===== src/logic/drsf_pkg.sv =====
// Constants and carrier types for the DMA request selection and transfer flow block
`default_nettype none
package drsf_pkg;
  // Register offsets (byte addresses, low address byte)
  localparam logic [7:0] OFS_OPERATION_CONTROL = 8'h00;
  localparam logic [7:0] OFS_SELECTOR_CH01 = 8'h04;
  localparam logic [7:0] OFS_SELECTOR_CH23 = 8'h08;
  localparam logic [1:0] CH_REGION = 2'h1;
  localparam logic [3:0] OFS_CH_CONTROL = 4'h0;
  localparam logic [3:0] OFS_CH_COUNT = 4'h4;
  localparam logic [3:0] OFS_CH_INIT_COUNT = 4'h8;
  // Reset values
  localparam logic [15:0] SELECTOR_RESET = 16'h0000;
  localparam logic [1:0] PRIORITY_RESET = 2'h0;
  localparam logic [1:0] RR_LAST_RESET = 2'h3;
  // Operation control fields
  localparam int OPC_MASTER_EN = 0;
  localparam int OPC_NMI_FLAG = 1;
  localparam int OPC_ADDR_ERR = 2;
  localparam int OPC_PRIO_LSB = 8;
  // Channel control fields
  localparam int CC_ENABLE = 0;
  localparam int CC_END_FLAG = 1;
  localparam int CC_DONE_IE = 2;
  localparam int CC_HALF_IE = 3;
  localparam int CC_LEVEL_POL = 4;
  localparam int CC_EDGE_SEL = 5;
  localparam int CC_OVERRUN = 6;
  localparam int CC_SIZE_LSB = 8;
  localparam int CC_RS_LSB = 12;
  // Selector byte layout per channel
  localparam int SEL_CH_W = 8;
  // Priority codes
  localparam logic [1:0] PRIO_FIXED1 = 2'h0;
  localparam logic [1:0] PRIO_FIXED2 = 2'h1;
  localparam logic [1:0] PRIO_ROUND_ROBIN = 2'h3;
  // Request source codes
  localparam logic [3:0] RS_EXT_DUAL = 4'h0;
  localparam logic [3:0] RS_EXT_MEM_TO_DEV = 4'h2;
  localparam logic [3:0] RS_EXT_DEV_TO_MEM = 4'h3;
  localparam logic [3:0] RS_AUTO = 4'h4;
  localparam logic [3:0] RS_PERIPH = 4'h8;

  typedef enum logic [2:0] {
    ADDR_DUAL = 3'b001,
    ADDR_MEM_TO_DEV = 3'b010,
    ADDR_DEV_TO_MEM = 3'b100
  } drsf_amode_e;

  typedef struct packed {
    logic valid;
    logic [1:0] channel;
    logic [1:0] unitSize;
    drsf_amode_e addrMode;
  } drsf_xfer_s;
endpackage : drsf_pkg
`default_nettype wire


===== src/logic/drsf_dma_request_select_flow.sv =====
// Four-channel DMA request selection, arbitration and transfer-count flow
// Operation
// - Two 16-bit selectors: one for channels 0/1, one for channels 2/3.
// - Upper byte: upper channel module code and kind; lower byte: lower channel.
// - Selectors reset to zero and hold contents otherwise.
// - Module code plus kind, eight bits, picks one peripheral request line.
// - Peripheral requests count only when request source field is 1000.
// - Enabled needs channel and master enable, no end, error or NMI flag.
// - Each accepted request moves one unit and decrements the count once.
// - Auto-request transfers start as soon as the channel is enabled.
// - Half-count interrupt when count reaches half its initial value, if enabled.
// - Count reaching zero ends the channel and raises completion interrupt if enabled.
// - Address error, NMI, or clearing either enable terminates transfers.
// - Two external request inputs, one per channel 0 and 1.
// - Source code 0000 dual, 0010 memory to device, 0011 device to memory.
// - Detection: 00 low, 01 falling, 10 high, 11 rising.
// - Request input ignored from acceptance until its acknowledge is issued.
// - Level mode overrun bit: 0 stop at request count, 1 one extra transfer.
// - Requester need not be source or destination; addresses unconstrained.
// - Error and NMI flags set on events; cleared by writing 0 after reading 1.
// - Priority 00: 0>1>2>3, 01: 0>2>3>1, 11: round-robin.
`default_nettype none
module drsf_dma_request_select_flow #(
  parameter int COUNT_W = 24,
  parameter int PERIPH_N = 256
) (
  input wire logic core_clk,
  input wire logic rst_n,
  input wire logic hsel,
  input wire logic [31:0] haddr,
  input wire logic [1:0] htrans,
  input wire logic hwrite,
  input wire logic [2:0] hsize,
  input wire logic [31:0] hwdata,
  input wire logic hready,
  output logic [31:0] hrdata,
  output logic hreadyout,
  output logic hresp,
  input wire logic [PERIPH_N-1:0] periphReq,
  output logic [PERIPH_N-1:0] periphAck,
  input wire logic [1:0] extRequest,
  output logic [1:0] extAcknowledge,
  input wire logic nmiEvent,
  input wire logic addrErrorEvent,
  output drsf_pkg::drsf_xfer_s xfer,
  output logic [3:0] halfCountIrq,
  output logic [3:0] completionIrq
);
  // Bus state
  logic wrPend;
  logic [7:0] wrAddr;
  logic addrPhase;
  logic [31:0] readMux;
  // Shared control
  logic [15:0] requestSelectorCh01;
  logic [15:0] requestSelectorCh23;
  logic masterEnable;
  logic nmiStopFlag;
  logic addressErrorFlag;
  logic nmiArmed;
  logic aeArmed;
  logic [1:0] prioritySelect;
  logic [1:0] rrLast;
  // Per-channel control
  logic [3:0] channelEnable;
  logic [3:0] transferEndFlag;
  logic [3:0] teArmed;
  logic [3:0] completionIrqEnable;
  logic [3:0] halfIrqEnable;
  logic [3:0] levelPolaritySelect;
  logic [3:0] edgeSelect;
  logic [3:0] overrunSelect;
  logic [1:0] unitSize [4];
  logic [3:0] requestSourceField [4];
  logic [COUNT_W-1:0] transferCount [4];
  logic [COUNT_W-1:0] initCount [4];
  logic [3:0] halfDone;
  // Request path
  logic [1:0] extSync1;
  logic [1:0] extSync2;
  logic [1:0] extPrev;
  logic [3:0] pend;
  logic [3:0] blocked;
  logic [3:0] ackIssued;
  logic [3:0] ackHold;
  logic [3:0] ackHold2;
  logic [3:0] chanOn;
  logic [3:0] rawReq;
  logic [3:0] accept;
  logic grantValid;
  logic [1:0] grantCh;
  logic [7:0] chanCode [4];
  logic wrOp;
  logic rdOp;
  logic [3:0] wrCtrl;
  logic [3:0] wrCount;

  assign addrPhase = hsel & htrans[1] & hready;
  assign wrOp = wrPend & (wrAddr == drsf_pkg::OFS_OPERATION_CONTROL);
  assign rdOp = addrPhase & ~hwrite & (haddr[7:0] == drsf_pkg::OFS_OPERATION_CONTROL);

  always_comb begin
    chanCode[0] = requestSelectorCh01[7:0];
    chanCode[1] = requestSelectorCh01[15:8];
    chanCode[2] = requestSelectorCh23[7:0];
    chanCode[3] = requestSelectorCh23[15:8];
    for (int c = 0; c < 4; c++) begin
      wrCtrl[c] = wrPend && wrAddr[7:6] == drsf_pkg::CH_REGION && wrAddr[5:4] == 2'(c)
        && wrAddr[3:0] == drsf_pkg::OFS_CH_CONTROL;
      wrCount[c] = wrPend && wrAddr[7:6] == drsf_pkg::CH_REGION && wrAddr[5:4] == 2'(c)
        && wrAddr[3:0] == drsf_pkg::OFS_CH_COUNT;
    end
  end

  // AHB-Lite slave: zero wait states, always OKAY
  always_ff @(posedge core_clk or negedge rst_n) begin
    if (!rst_n) begin
      wrPend <= 1'b0;
      wrAddr <= 8'h00;
      hrdata <= 32'h0000_0000;
      hreadyout <= 1'b1;
      hresp <= 1'b0;
    end else begin
      hreadyout <= 1'b1;
      hresp <= 1'b0;
      wrPend <= addrPhase & hwrite;
      wrAddr <= haddr[7:0];
      if (addrPhase & ~hwrite) begin
        hrdata <= readMux;
      end
    end
  end

  always_comb begin
    readMux = 32'h0000_0000;
    if (haddr[7:0] == drsf_pkg::OFS_OPERATION_CONTROL) begin
      readMux[drsf_pkg::OPC_MASTER_EN] = masterEnable;
      readMux[drsf_pkg::OPC_NMI_FLAG] = nmiStopFlag;
      readMux[drsf_pkg::OPC_ADDR_ERR] = addressErrorFlag;
      readMux[drsf_pkg::OPC_PRIO_LSB +: 2] = prioritySelect;
    end else if (haddr[7:0] == drsf_pkg::OFS_SELECTOR_CH01) begin
      readMux[15:0] = requestSelectorCh01;
    end else if (haddr[7:0] == drsf_pkg::OFS_SELECTOR_CH23) begin
      readMux[15:0] = requestSelectorCh23;
    end else if (haddr[7:6] == drsf_pkg::CH_REGION) begin
      if (haddr[3:0] == drsf_pkg::OFS_CH_CONTROL) begin
        readMux[drsf_pkg::CC_ENABLE] = channelEnable[haddr[5:4]];
        readMux[drsf_pkg::CC_END_FLAG] = transferEndFlag[haddr[5:4]];
        readMux[drsf_pkg::CC_DONE_IE] = completionIrqEnable[haddr[5:4]];
        readMux[drsf_pkg::CC_HALF_IE] = halfIrqEnable[haddr[5:4]];
        readMux[drsf_pkg::CC_LEVEL_POL] = levelPolaritySelect[haddr[5:4]];
        readMux[drsf_pkg::CC_EDGE_SEL] = edgeSelect[haddr[5:4]];
        readMux[drsf_pkg::CC_OVERRUN] = overrunSelect[haddr[5:4]];
        readMux[drsf_pkg::CC_SIZE_LSB +: 2] = unitSize[haddr[5:4]];
        readMux[drsf_pkg::CC_RS_LSB +: 4] = requestSourceField[haddr[5:4]];
      end else if (haddr[3:0] == drsf_pkg::OFS_CH_COUNT) begin
        readMux[COUNT_W-1:0] = transferCount[haddr[5:4]];
      end else if (haddr[3:0] == drsf_pkg::OFS_CH_INIT_COUNT) begin
        readMux[COUNT_W-1:0] = initCount[haddr[5:4]];
      end
    end
  end

  // Selectors keep contents until rewritten
  always_ff @(posedge core_clk or negedge rst_n) begin
    if (!rst_n) begin
      requestSelectorCh01 <= drsf_pkg::SELECTOR_RESET;
      requestSelectorCh23 <= drsf_pkg::SELECTOR_RESET;
    end else if (wrPend) begin
      if (wrAddr == drsf_pkg::OFS_SELECTOR_CH01) begin
        requestSelectorCh01 <= hwdata[15:0];
      end
      if (wrAddr == drsf_pkg::OFS_SELECTOR_CH23) begin
        requestSelectorCh23 <= hwdata[15:0];
      end
    end
  end

  // Operation control; event set wins over a clearing write
  always_ff @(posedge core_clk or negedge rst_n) begin
    if (!rst_n) begin
      masterEnable <= 1'b0;
      nmiStopFlag <= 1'b0;
      addressErrorFlag <= 1'b0;
      nmiArmed <= 1'b0;
      aeArmed <= 1'b0;
      prioritySelect <= drsf_pkg::PRIORITY_RESET;
    end else begin
      if (wrOp) begin
        masterEnable <= hwdata[drsf_pkg::OPC_MASTER_EN];
        prioritySelect <= hwdata[drsf_pkg::OPC_PRIO_LSB +: 2];
        nmiArmed <= 1'b0;
        aeArmed <= 1'b0;
      end
      if (rdOp & nmiStopFlag) begin
        nmiArmed <= 1'b1;
      end
      if (rdOp & addressErrorFlag) begin
        aeArmed <= 1'b1;
      end
      if (nmiEvent) begin
        nmiStopFlag <= 1'b1;
      end else if (wrOp & nmiArmed & ~hwdata[drsf_pkg::OPC_NMI_FLAG]) begin
        nmiStopFlag <= 1'b0;
      end
      if (addrErrorEvent) begin
        addressErrorFlag <= 1'b1;
      end else if (wrOp & aeArmed & ~hwdata[drsf_pkg::OPC_ADDR_ERR]) begin
        addressErrorFlag <= 1'b0;
      end
    end
  end

  // Channel control; end flag follows the same read-then-write-0 clear
  always_ff @(posedge core_clk or negedge rst_n) begin
    if (!rst_n) begin
      channelEnable <= 4'h0;
      transferEndFlag <= 4'h0;
      teArmed <= 4'h0;
      completionIrqEnable <= 4'h0;
      halfIrqEnable <= 4'h0;
      levelPolaritySelect <= 4'h0;
      edgeSelect <= 4'h0;
      overrunSelect <= 4'h0;
      for (int c = 0; c < 4; c++) begin
        unitSize[c] <= 2'h0;
        requestSourceField[c] <= 4'h0;
      end
    end else begin
      for (int c = 0; c < 4; c++) begin
        if (wrCtrl[c]) begin
          channelEnable[c] <= hwdata[drsf_pkg::CC_ENABLE];
          completionIrqEnable[c] <= hwdata[drsf_pkg::CC_DONE_IE];
          halfIrqEnable[c] <= hwdata[drsf_pkg::CC_HALF_IE];
          levelPolaritySelect[c] <= hwdata[drsf_pkg::CC_LEVEL_POL];
          edgeSelect[c] <= hwdata[drsf_pkg::CC_EDGE_SEL];
          overrunSelect[c] <= hwdata[drsf_pkg::CC_OVERRUN];
          unitSize[c] <= hwdata[drsf_pkg::CC_SIZE_LSB +: 2];
          requestSourceField[c] <= hwdata[drsf_pkg::CC_RS_LSB +: 4];
          teArmed[c] <= 1'b0;
        end
        if (addrPhase && !hwrite && haddr[7:6] == drsf_pkg::CH_REGION && haddr[5:4] == 2'(c)
            && haddr[3:0] == drsf_pkg::OFS_CH_CONTROL && transferEndFlag[c]) begin
          teArmed[c] <= 1'b1;
        end
        if (grantValid && grantCh == 2'(c) && transferCount[c] == COUNT_W'(1)) begin
          transferEndFlag[c] <= 1'b1;
        end else if (wrCtrl[c] & teArmed[c] & ~hwdata[drsf_pkg::CC_END_FLAG]) begin
          transferEndFlag[c] <= 1'b0;
        end
      end
    end
  end

  // External request pins pass two flip-flops first
  always_ff @(posedge core_clk or negedge rst_n) begin
    if (!rst_n) begin
      extSync1 <= 2'h0;
      extSync2 <= 2'h0;
      extPrev <= 2'h0;
    end else begin
      extSync1 <= extRequest;
      extSync2 <= extSync1;
      extPrev <= extSync2;
    end
  end

  // Request qualification per channel
  always_comb begin
    for (int c = 0; c < 4; c++) begin
      chanOn[c] = channelEnable[c] & masterEnable & ~transferEndFlag[c]
        & ~addressErrorFlag & ~nmiStopFlag;
      rawReq[c] = 1'b0;
      unique case (requestSourceField[c])
        drsf_pkg::RS_PERIPH: rawReq[c] = periphReq[chanCode[c]];
        drsf_pkg::RS_AUTO: rawReq[c] = 1'b1;
        drsf_pkg::RS_EXT_DUAL, drsf_pkg::RS_EXT_MEM_TO_DEV, drsf_pkg::RS_EXT_DEV_TO_MEM: begin
          if (c < 2) begin
            unique case ({levelPolaritySelect[c], edgeSelect[c]})
              2'b00: rawReq[c] = ~extSync2[c[0]];
              2'b01: rawReq[c] = extPrev[c[0]] & ~extSync2[c[0]];
              2'b10: rawReq[c] = extSync2[c[0]];
              2'b11: rawReq[c] = ~extPrev[c[0]] & extSync2[c[0]];
            endcase
          end
        end
        default: rawReq[c] = 1'b0;
      endcase
      accept[c] = chanOn[c] & rawReq[c] & ~pend[c] & ~blocked[c];
    end
  end

  // Arbitration; later loop passes hold higher priority
  always_comb begin
    logic [1:0] idx;
    idx = 2'h0;
    grantValid = 1'b0;
    grantCh = 2'h0;
    for (int k = 3; k >= 0; k--) begin
      unique case (prioritySelect)
        drsf_pkg::PRIO_FIXED2: idx = (k == 0) ? 2'h0 : (k == 1) ? 2'h2 : (k == 2) ? 2'h3 : 2'h1;
        drsf_pkg::PRIO_ROUND_ROBIN: idx = 2'(rrLast + 2'h1 + 2'(k));
        default: idx = 2'(k);
      endcase
      if (pend[idx] & chanOn[idx]) begin
        grantValid = 1'b1;
        grantCh = idx;
      end
    end
  end

  // Pending, non-sensitive period and acknowledges
  always_ff @(posedge core_clk or negedge rst_n) begin
    if (!rst_n) begin
      pend <= 4'h0;
      blocked <= 4'h0;
      ackIssued <= 4'h0;
      ackHold <= 4'h0;
      ackHold2 <= 4'h0;
      periphAck <= '0;
      extAcknowledge <= 2'h0;
    end else begin
      periphAck <= '0;
      extAcknowledge <= 2'h0;
      ackIssued <= 4'h0;
      ackHold2 <= ackHold;
      for (int c = 0; c < 4; c++) begin
        ackHold[c] <= ackIssued[c];
        if (accept[c]) begin
          pend[c] <= 1'b1;
          blocked[c] <= 1'b1;
        end else if (grantValid && grantCh == 2'(c)) begin
          pend[c] <= 1'b0;
        end else if (!chanOn[c]) begin
          pend[c] <= 1'b0;
        end
        // Pins resample two flops late; level overrun 1 reopens at the acknowledge
        if (!accept[c] && ((c < 2 && requestSourceField[c] != drsf_pkg::RS_PERIPH
            && requestSourceField[c] != drsf_pkg::RS_AUTO)
            ? ((!edgeSelect[c] && overrunSelect[c]) ? ackIssued[c] : ackHold2[c]) : ackHold[c])) begin
          blocked[c] <= 1'b0;
        end
        if (!chanOn[c] && !pend[c]) begin
          blocked[c] <= 1'b0;
        end
      end
      if (grantValid) begin
        ackIssued[grantCh] <= 1'b1;
        if (requestSourceField[grantCh] == drsf_pkg::RS_PERIPH) begin
          periphAck[chanCode[grantCh]] <= 1'b1;
        end else if (requestSourceField[grantCh] != drsf_pkg::RS_AUTO && !grantCh[1]) begin
          extAcknowledge[grantCh[0]] <= 1'b1;
        end
      end
    end
  end

  // Round-robin pointer; a write that changes the priority restores the reset order
  always_ff @(posedge core_clk or negedge rst_n) begin
    if (!rst_n) begin
      rrLast <= drsf_pkg::RR_LAST_RESET;
    end else if (wrOp && hwdata[drsf_pkg::OPC_PRIO_LSB +: 2] != prioritySelect) begin
      rrLast <= drsf_pkg::RR_LAST_RESET;
    end else if (grantValid) begin
      rrLast <= grantCh;
    end
  end

  // Transfer issue; requester and endpoints independent
  always_ff @(posedge core_clk or negedge rst_n) begin
    if (!rst_n) begin
      xfer <= '0;
    end else begin
      xfer.valid <= grantValid;
      xfer.channel <= grantCh;
      xfer.unitSize <= unitSize[grantCh];
      unique case (requestSourceField[grantCh])
        drsf_pkg::RS_EXT_MEM_TO_DEV: xfer.addrMode <= drsf_pkg::ADDR_MEM_TO_DEV;
        drsf_pkg::RS_EXT_DEV_TO_MEM: xfer.addrMode <= drsf_pkg::ADDR_DEV_TO_MEM;
        default: xfer.addrMode <= drsf_pkg::ADDR_DUAL;
      endcase
    end
  end

  // Counts and interrupts
  always_ff @(posedge core_clk or negedge rst_n) begin
    if (!rst_n) begin
      halfCountIrq <= 4'h0;
      completionIrq <= 4'h0;
      halfDone <= 4'h0;
      for (int c = 0; c < 4; c++) begin
        transferCount[c] <= '0;
        initCount[c] <= '0;
      end
    end else begin
      halfCountIrq <= 4'h0;
      completionIrq <= 4'h0;
      for (int c = 0; c < 4; c++) begin
        if (wrCount[c]) begin
          transferCount[c] <= hwdata[COUNT_W-1:0];
          initCount[c] <= hwdata[COUNT_W-1:0];
          halfDone[c] <= 1'b0;
        end else if (grantValid && grantCh == 2'(c)) begin
          transferCount[c] <= transferCount[c] - COUNT_W'(1);
          if (transferCount[c] - COUNT_W'(1) == (initCount[c] >> 1) && !halfDone[c]) begin
            halfDone[c] <= 1'b1;
            halfCountIrq[c] <= halfIrqEnable[c];
          end
          if (transferCount[c] == COUNT_W'(1)) begin
            completionIrq[c] <= completionIrqEnable[c];
          end
        end
      end
    end
  end
endmodule : drsf_dma_request_select_flow
`default_nettype wire


===== config.mk =====
export PLATFORM = sky130hd
export DESIGN_NAME = drsf_dma_request_select_flow
export DESIGN_NICKNAME = d
export VERILOG_FILES = /design/src/logic/drsf_pkg.sv /design/src/logic/drsf_dma_request_select_flow.sv
export SDC_FILE = /design/constraint.sdc
export NUM_CORES = 2
export LEC_CHECK = 0
export ABC_AREA = 1
export BUFFER_PORTS_ARGS = -buffer_cell sky130_fd_sc_hd__buf_2
export CORE_MARGIN = 3
export CORE_UTILIZATION = 50
export DETAILED_ROUTE_END_ITERATION = 8
export PLACE_DENSITY = 0.73
export RECOVER_POWER = 50
export SYNTH_ARGS = -nofsm -noshare
export SYNTH_HDL_FRONTEND = slang
export SYNTH_SLANG_ARGS = --single-unit

===== constraint.sdc =====
create_clock -name core_clk -period 5.3 [get_ports core_clk]
set_clock_uncertainty 0.1 [all_clocks]
set_input_delay 1.06 -clock core_clk [delete_from_list [all_inputs] [get_ports core_clk]]
set_output_delay 1.06 -clock core_clk [all_outputs]
set_load 0.1 [all_outputs]

Word level (Yosys, flattened, before mapping)

Index checks and enable logic that the tools add are counted.

Bits in registers: 624
Bits of input ports: 334
Output and inout bits: 308
Word-level logic and storage cells: 573

Add/sub/neg operators: 8
Order comparisons: 17
Eq/ne operators: 59
Multiplexer cells: 204
Bitwise logic cells: 79
Reduce and logical (&&, ||, !) cells: 120

Operators with widths:

| cell                    | count |
|---|---|
| $mux W256               | 2 |
| $mux W24                | 15 |
| $mux W1                 | 114 |
| $bmux W24 S2            | 2 |
| $eq A24 B1 Y1 const B   | 4 |
| $eq A24 B23 Y1          | 4 |
| $sub A24 B1 Y24 const B | 4 |
| $and A1 B1 Y1           | 56 |
| $logic_and A1 B1 Y1     | 56 |
| $lt A8 B9 Y1 const B    | 5 |
| $reduce_bool A2 Y1      | 21 |
| $mux W8                 | 5 |
| $mux W2                 | 17 |
| $bmux W1 S8             | 4 |
| $mux W16                | 2 |
| $bmux W1 S2             | 15 |
| $eq A4 B2 Y1 const B    | 6 |
| $eq A4 B3 Y1 const B    | 6 |
| $eq A4 B4 Y1 const B    | 6 |
| $mux W4                 | 6 |
| $eq A2 B2 Y1 const B    | 11 |
| $not A1 Y1              | 21 |
| $logic_not A1 Y1        | 20 |
| $lt A2 B3 Y1 const B    | 6 |
| 36 further kinds        | 79 |

Depth between registers and ports, before layout

Word-level depth: 21
Depth in mapped cells: 22
Mapped depth without buffers: 21

Worst setup path before layout

OpenSTA, ideal clock, no wires.

Path kind: input -> register
Start point: input haddr[5]
End point: register hrdata[4]
Setup time: 0.083 ns
Data arrival time: 2.635 ns
Data required time: 5.117 ns
Path slack: 2.483 ns
Cell stages on the path: 10
Buffers on the path: 1
Cells stage by stage: nor2_1 -> inv_2 -> nor3_1 -> inv_1 -> nor2_1 -> inv_1 -> clkbuf_1 -> o211ai_1 -> o21ai_0 -> o21ai_0

Word-level cells in the longest chain between the ends: 11
Elaborated cells between the ends (all ways): 19
Those cells by class: 2 x eq/ne; 15 x mux; 1 x bitwise; 1 x reduce/logical

Ends and longest elaborated chain:

| what                                         | RTL line                                                                 | text |
|---|---|---|
| start: declaration                           | drsf_dma_request_select_flow.sv:30                                       | `input wire logic [31:0] haddr,` |
| $not A2 Y3 (not written as such)             | drsf_dma_request_select_flow.sv:157, drsf_dma_request_select_flow.sv:159 |  |
| $bmux W24 S2                                 | drsf_dma_request_select_flow.sv:159                                      | `readMux[COUNT_W-1:0] = initCount[haddr[5:4]];` |
| $mux W24 (not written as such) (2 in series) | drsf_dma_request_select_flow.sv:159                                      |  |
| $mux W24                                     | drsf_dma_request_select_flow.sv:158                                      | `end else if (haddr[3:0] == drsf_pkg::OFS_CH_INIT_COUNT) begin` |
| $mux W24                                     | drsf_dma_request_select_flow.sv:156                                      | `end else if (haddr[3:0] == drsf_pkg::OFS_CH_COUNT) begin` |
| $mux W7                                      | drsf_dma_request_select_flow.sv:146                                      | `if (haddr[3:0] == drsf_pkg::OFS_CH_CONTROL) begin` |
| $mux W24                                     | drsf_dma_request_select_flow.sv:145                                      | `end else if (haddr[7:6] == drsf_pkg::CH_REGION) begin` |
| $mux W16                                     | drsf_dma_request_select_flow.sv:143                                      | `end else if (haddr[7:0] == drsf_pkg::OFS_SELECTOR_CH23) begin` |
| $mux W16                                     | drsf_dma_request_select_flow.sv:141                                      | `end else if (haddr[7:0] == drsf_pkg::OFS_SELECTOR_CH01) begin` |
| $mux W5 (*)                                  | drsf_dma_request_select_flow.sv:136                                      | `if (haddr[7:0] == drsf_pkg::OFS_OPERATION_CONTROL) begin` |
| end signal: assignment                       | drsf_dma_request_select_flow.sv:129                                      | `hrdata <= readMux;` |
| end: declaration                             | drsf_dma_request_select_flow.sv:36                                       | `output logic [31:0] hrdata,` |

Every way passes the cells marked *; elsewhere a longest branch is shown, timed or not. The select of a mux whose other input is x is not followed.
A chain may end at the register's enable or synchronous reset.

==> metrics.md <==
| Metric | Value |
|---|---|
| Overall track demand over capacity in global routing | roughly two fifths |
| Count of state elements after synthesis | between 600 and 700 |
| Routed wire length | roughly 170000 um |
| Layout fillers | 7494 |
| Cells after Synth | approximately 5700 |
| Most used flip-flop cell after synthesis | dfrtp_1 |
| RSZ-0062 raised after global routing | false |
| Count of clock tree sinks | 624 |
| Chip width | 286 um |
| Slew Limit Fails | about 120 |
| CP Data Arrival Time | 3.51 ns |
| Post-layout net count | about 6500 |
| Number of unique standard cell types used by synthesis | 46 |
| Detailed Routing Iterations Pass 1 | 7 |
| Adder and majority gate portion of the synthesized area | 0.255% |
| Clock slew at the register clock pins of the worst setup and hold paths | 0.06 ns |
| Leak | 22.2 nW |
| Post-synthesis instance area | approximately 40000 um^2 |
| Max VDD drop | 0.362 mV |
| Min cycle time layout | 4.15 ns |
| PnR Total Power | around 18 mW |
| Crit start category | primary input |
| Final cycle utilization of the critical path | 78.3% |
| Latest clock arrival within the worst-skew pair | 0.63 ns |
| Count of antenna-violating nets left after detailed routing | 0 |
| Routed via count | 43900 |
| Post-synthesis compound-gate area fraction | 13.7% |
| Die height | 286 um |
| Final HPWL DP | 117000 um |
| Most numerous cell in the Yosys netlist | nand2_1 |
| Synth Warn # | 0 |
| Site row count | 102 |
| Post-synthesis xor/xnor area fraction | under 10% |
| Data required time of the worst path | 4.67 ns |
| Max Freq | 241 MHz |
| Worst min path class | reg2reg |
| Maximum count of clock buffers along a single path | 3 |
| Hold Violations, Final | 0 |
| Violated checks | max-capacitance violations, max-slew violations |
| CTS tree | yes |
| Max_slew headroom | -129% |
| Global-route wire length before repair | about 250000 um |
| Fraction of final layout cells with drive strength greater than 1 | 12.7% |
| Final count of negative-setup-slack endpoints | 0 |
| Number of clock buffers inserted by TritonCTS | 69 |
| Combinational fraction of design power | 40.1% |
| Kind of cell adding the most delay to the critical path | buffers and inverters |
| Sum of negative setup slack | 0 ns |
| Highest-delay cell along the critical path | clkbuf_2 |
| Power per Cell Area | 398 nW/um^2 |
| EDFF count, synth | 0 |
| Clock network fraction of design power | 28.0% |
| Proportion of power drawn by flip-flops and latches | between 30% and 40% |
| Number of buffers inserted by post-CTS setup repair | 0 |
| Multiplexer share of the synthesized area | 0.0574% |
| Initial Util | 50.6% |
| Critical Path, Cell by Cell | clkbuf_2 |
| Post-Syn Area per Cell | 6.83 um^2 |
| Dominant combinational cell family by area after synthesis | simple AND/OR/NAND/NOR gates |
| Run status | finished, violations left |
| Simple-gate share of the synthesized area | 35.8% |
| Average via count per standard cell | 6.06 |
| Top cell type's share of synthesized area | 39.7% |
| Buf+Inv Stages, Crit Path | 1 |
| Switching share of total power | 44.4% |
| Residual DRC count | 0 |
| Post-CTS Hold Fix Bufs | 0 |
| Violation count after the first detailed-route iteration | about 6500 |
| Top-level I/O count | 642 |
| Count of max-cap constraint violations | 1 |
| Root buf cell | clkbuf_16 |
| Wire per inst | 23.1 um |
| Floorplan Core Area | slightly below 80000 um^2 |
| Post-cts sizing count | 0 |
| Largest cells by area after synthesis | dfrtp_1, nand2_1, nand3_1 |
| Peak per-stage delay on the critical path | 2.36 ns |
| Number of global-route vias before repair | 40400 |
| Measured slew at the worst slew-check pin | 3.43 ns |
| Largest net degree at the start of global routing | 191 |
| Largest fanout of any net on the critical path | 122 |
| Area grow syn2layout | 14.6% |
| Synth async-reset ratio | 100% |
| Top post-synthesis cells by count | nand2_1, nand3_1, dfrtp_1, o21ai_0, nor2_1 |
| Crit. End Element | async pin |
| Antenna violations before repair | 41 |
| H-tree level count | 3 |
| Largest area contributor in the netlist | dfrtp_1 |
| Overall overflow remaining after global route | 0 |
| Fraction of the yosys area taken by sequential cells | 39.8% |
| Internal Power | 9.95 mW |
| Floorplan die area | between 80000 and 90000 um^2 |
| Final estimated routing congestion in global placement | slightly above 1 |
| Number of port buffers | 595 |
| Type of the setup path with the least slack | in2async |
| Net Switching | roughly 8 mW |
-- area by class of cell --
class,count,area [um^2],share of cell area (%)
inverters,385,1450,3.22
clock buffers,101,2030,4.51
well taps,1040,1300,2.89
multi-input cells,4366,20600,45.8
flip-flops and latches,624,15600,34.8
repair buffers,673,3520,7.82
diodes,37,92.6,0.206
clock inverters,21,364,0.810
-- cells by family (layout without fill, tap and decap cells) --
kind of cell             count (synthesis)  in the layout
XOR/XNOR                               109            109
adder cells (fa/ha/maj)                  8              8
multiplexers                             2              2
flip-flops                             624            624
AO/OA/AOI/OAI                          973            973
AND/OR/NAND/NOR                       3264           3264
other                                    2             47
buffers and inverters                  767           1180
-- through the flow --
stage                     instances  worst slack (ns)  hold WS, ns  area [um^2]  util (%)
final                          7247              1.15        0.242        45000      58.0
after floorplan                5757              2.48        0.231        39300         -
after global placement         7088              1.32        0.232        42700      55.0
after detailed placement       7088              1.27        0.240        42700      55.0
after CTS                      7210              1.29        0.241        45000      58.1
after global routing           7238             0.599        0.247        44900      57.9
-- registers in the layout (all words and copies together), names as in the netlist, 8 cells and up --
| signal | flops |
|---|---|
| xfer | 8 |
| requestSelectorCh01 | 16 |
| transferCount | 96 |
| requestSelectorCh23 | 16 |
| hrdata | 24 |
| wrAddr | 8 |
| periphAck | 256 |
| initCount | 96 |
| requestSourceField | 16 |
| unitSize | 8 |
-- power by group through the flow --
stage,clock (mW),sequential [mW],combinational [mW]
after global placement,0,5.76,6.94
final,5.02,5.70,7.19
after global routing,5.27,5.73,7.84
after floorplan,0,5.77,4.87
after detailed placement,0,5.76,7.01
after CTS,5.07,5.68,7.08
-- worst paths after layout --
| check | endpoint | slack [ns] | cells after the start | start |
|---|---|---|---|---|
| max in group core_clk | periphAck[225] | 1.27 | 20 | rrLast[0] |
| worst max register to register | periphAck[225] | 1.27 | 20 | rrLast[0] |
| min in group asynchronous | periphAck[251] | 1.48 | 1 | rst_n |
| worst min-delay path | extSync2[0] | 0.24 | 0 | extSync1[0] |
| worst max-delay path | requestSelectorCh23[9] | 1.15 | 1 | rst_n |
| worst min register to register | extSync2[0] | 0.24 | 0 | extSync1[0] |
-- layer usage --
metal	track usage (%)	part of all wire [%]	vias to the layer above
li1	-	-	19800
met1	50.7	37	20300
met4	27.3	8.5	14
met3	8.78	11	759
met2	60.5	43	3082
met5	0	0.058	-
-- cells in the final DEF, fill, tap and decap left out, types with 4 or more instances in the layout --
cell type  count
clkinv_2       9
nor2_1       476
buf_4         62
buf_12         9
nand4_1       29
buf_2        483
o22ai_1      120
o2111ai_1      4
ha_1           8
a22oi_1        4
nor3_1        44
clkbuf_1     128
o221ai_1      26
clkinv_1      11
nand2_4       19
a21oi_1      225
nand3_1      911
xor2_1        96
xnor2_1       13
nor4_1        12
nor3b_1        5
inv_1        356
dfrtp_1      614
nand2_1     1697
clkbuf_2       5
o211ai_1      69
or2_2         14
inv_2         15
nor2_4        33
clkbuf_16     69
o311ai_0       8
dfrtp_4        7
o21ai_0      502
nand2_2       14
bufinv_16      5
conb_1        10
clkbuf_8      18
diode_2       37
o31ai_1        5
nand3b_1       4
Note: power is estimated with default switching activity, not from simulation.
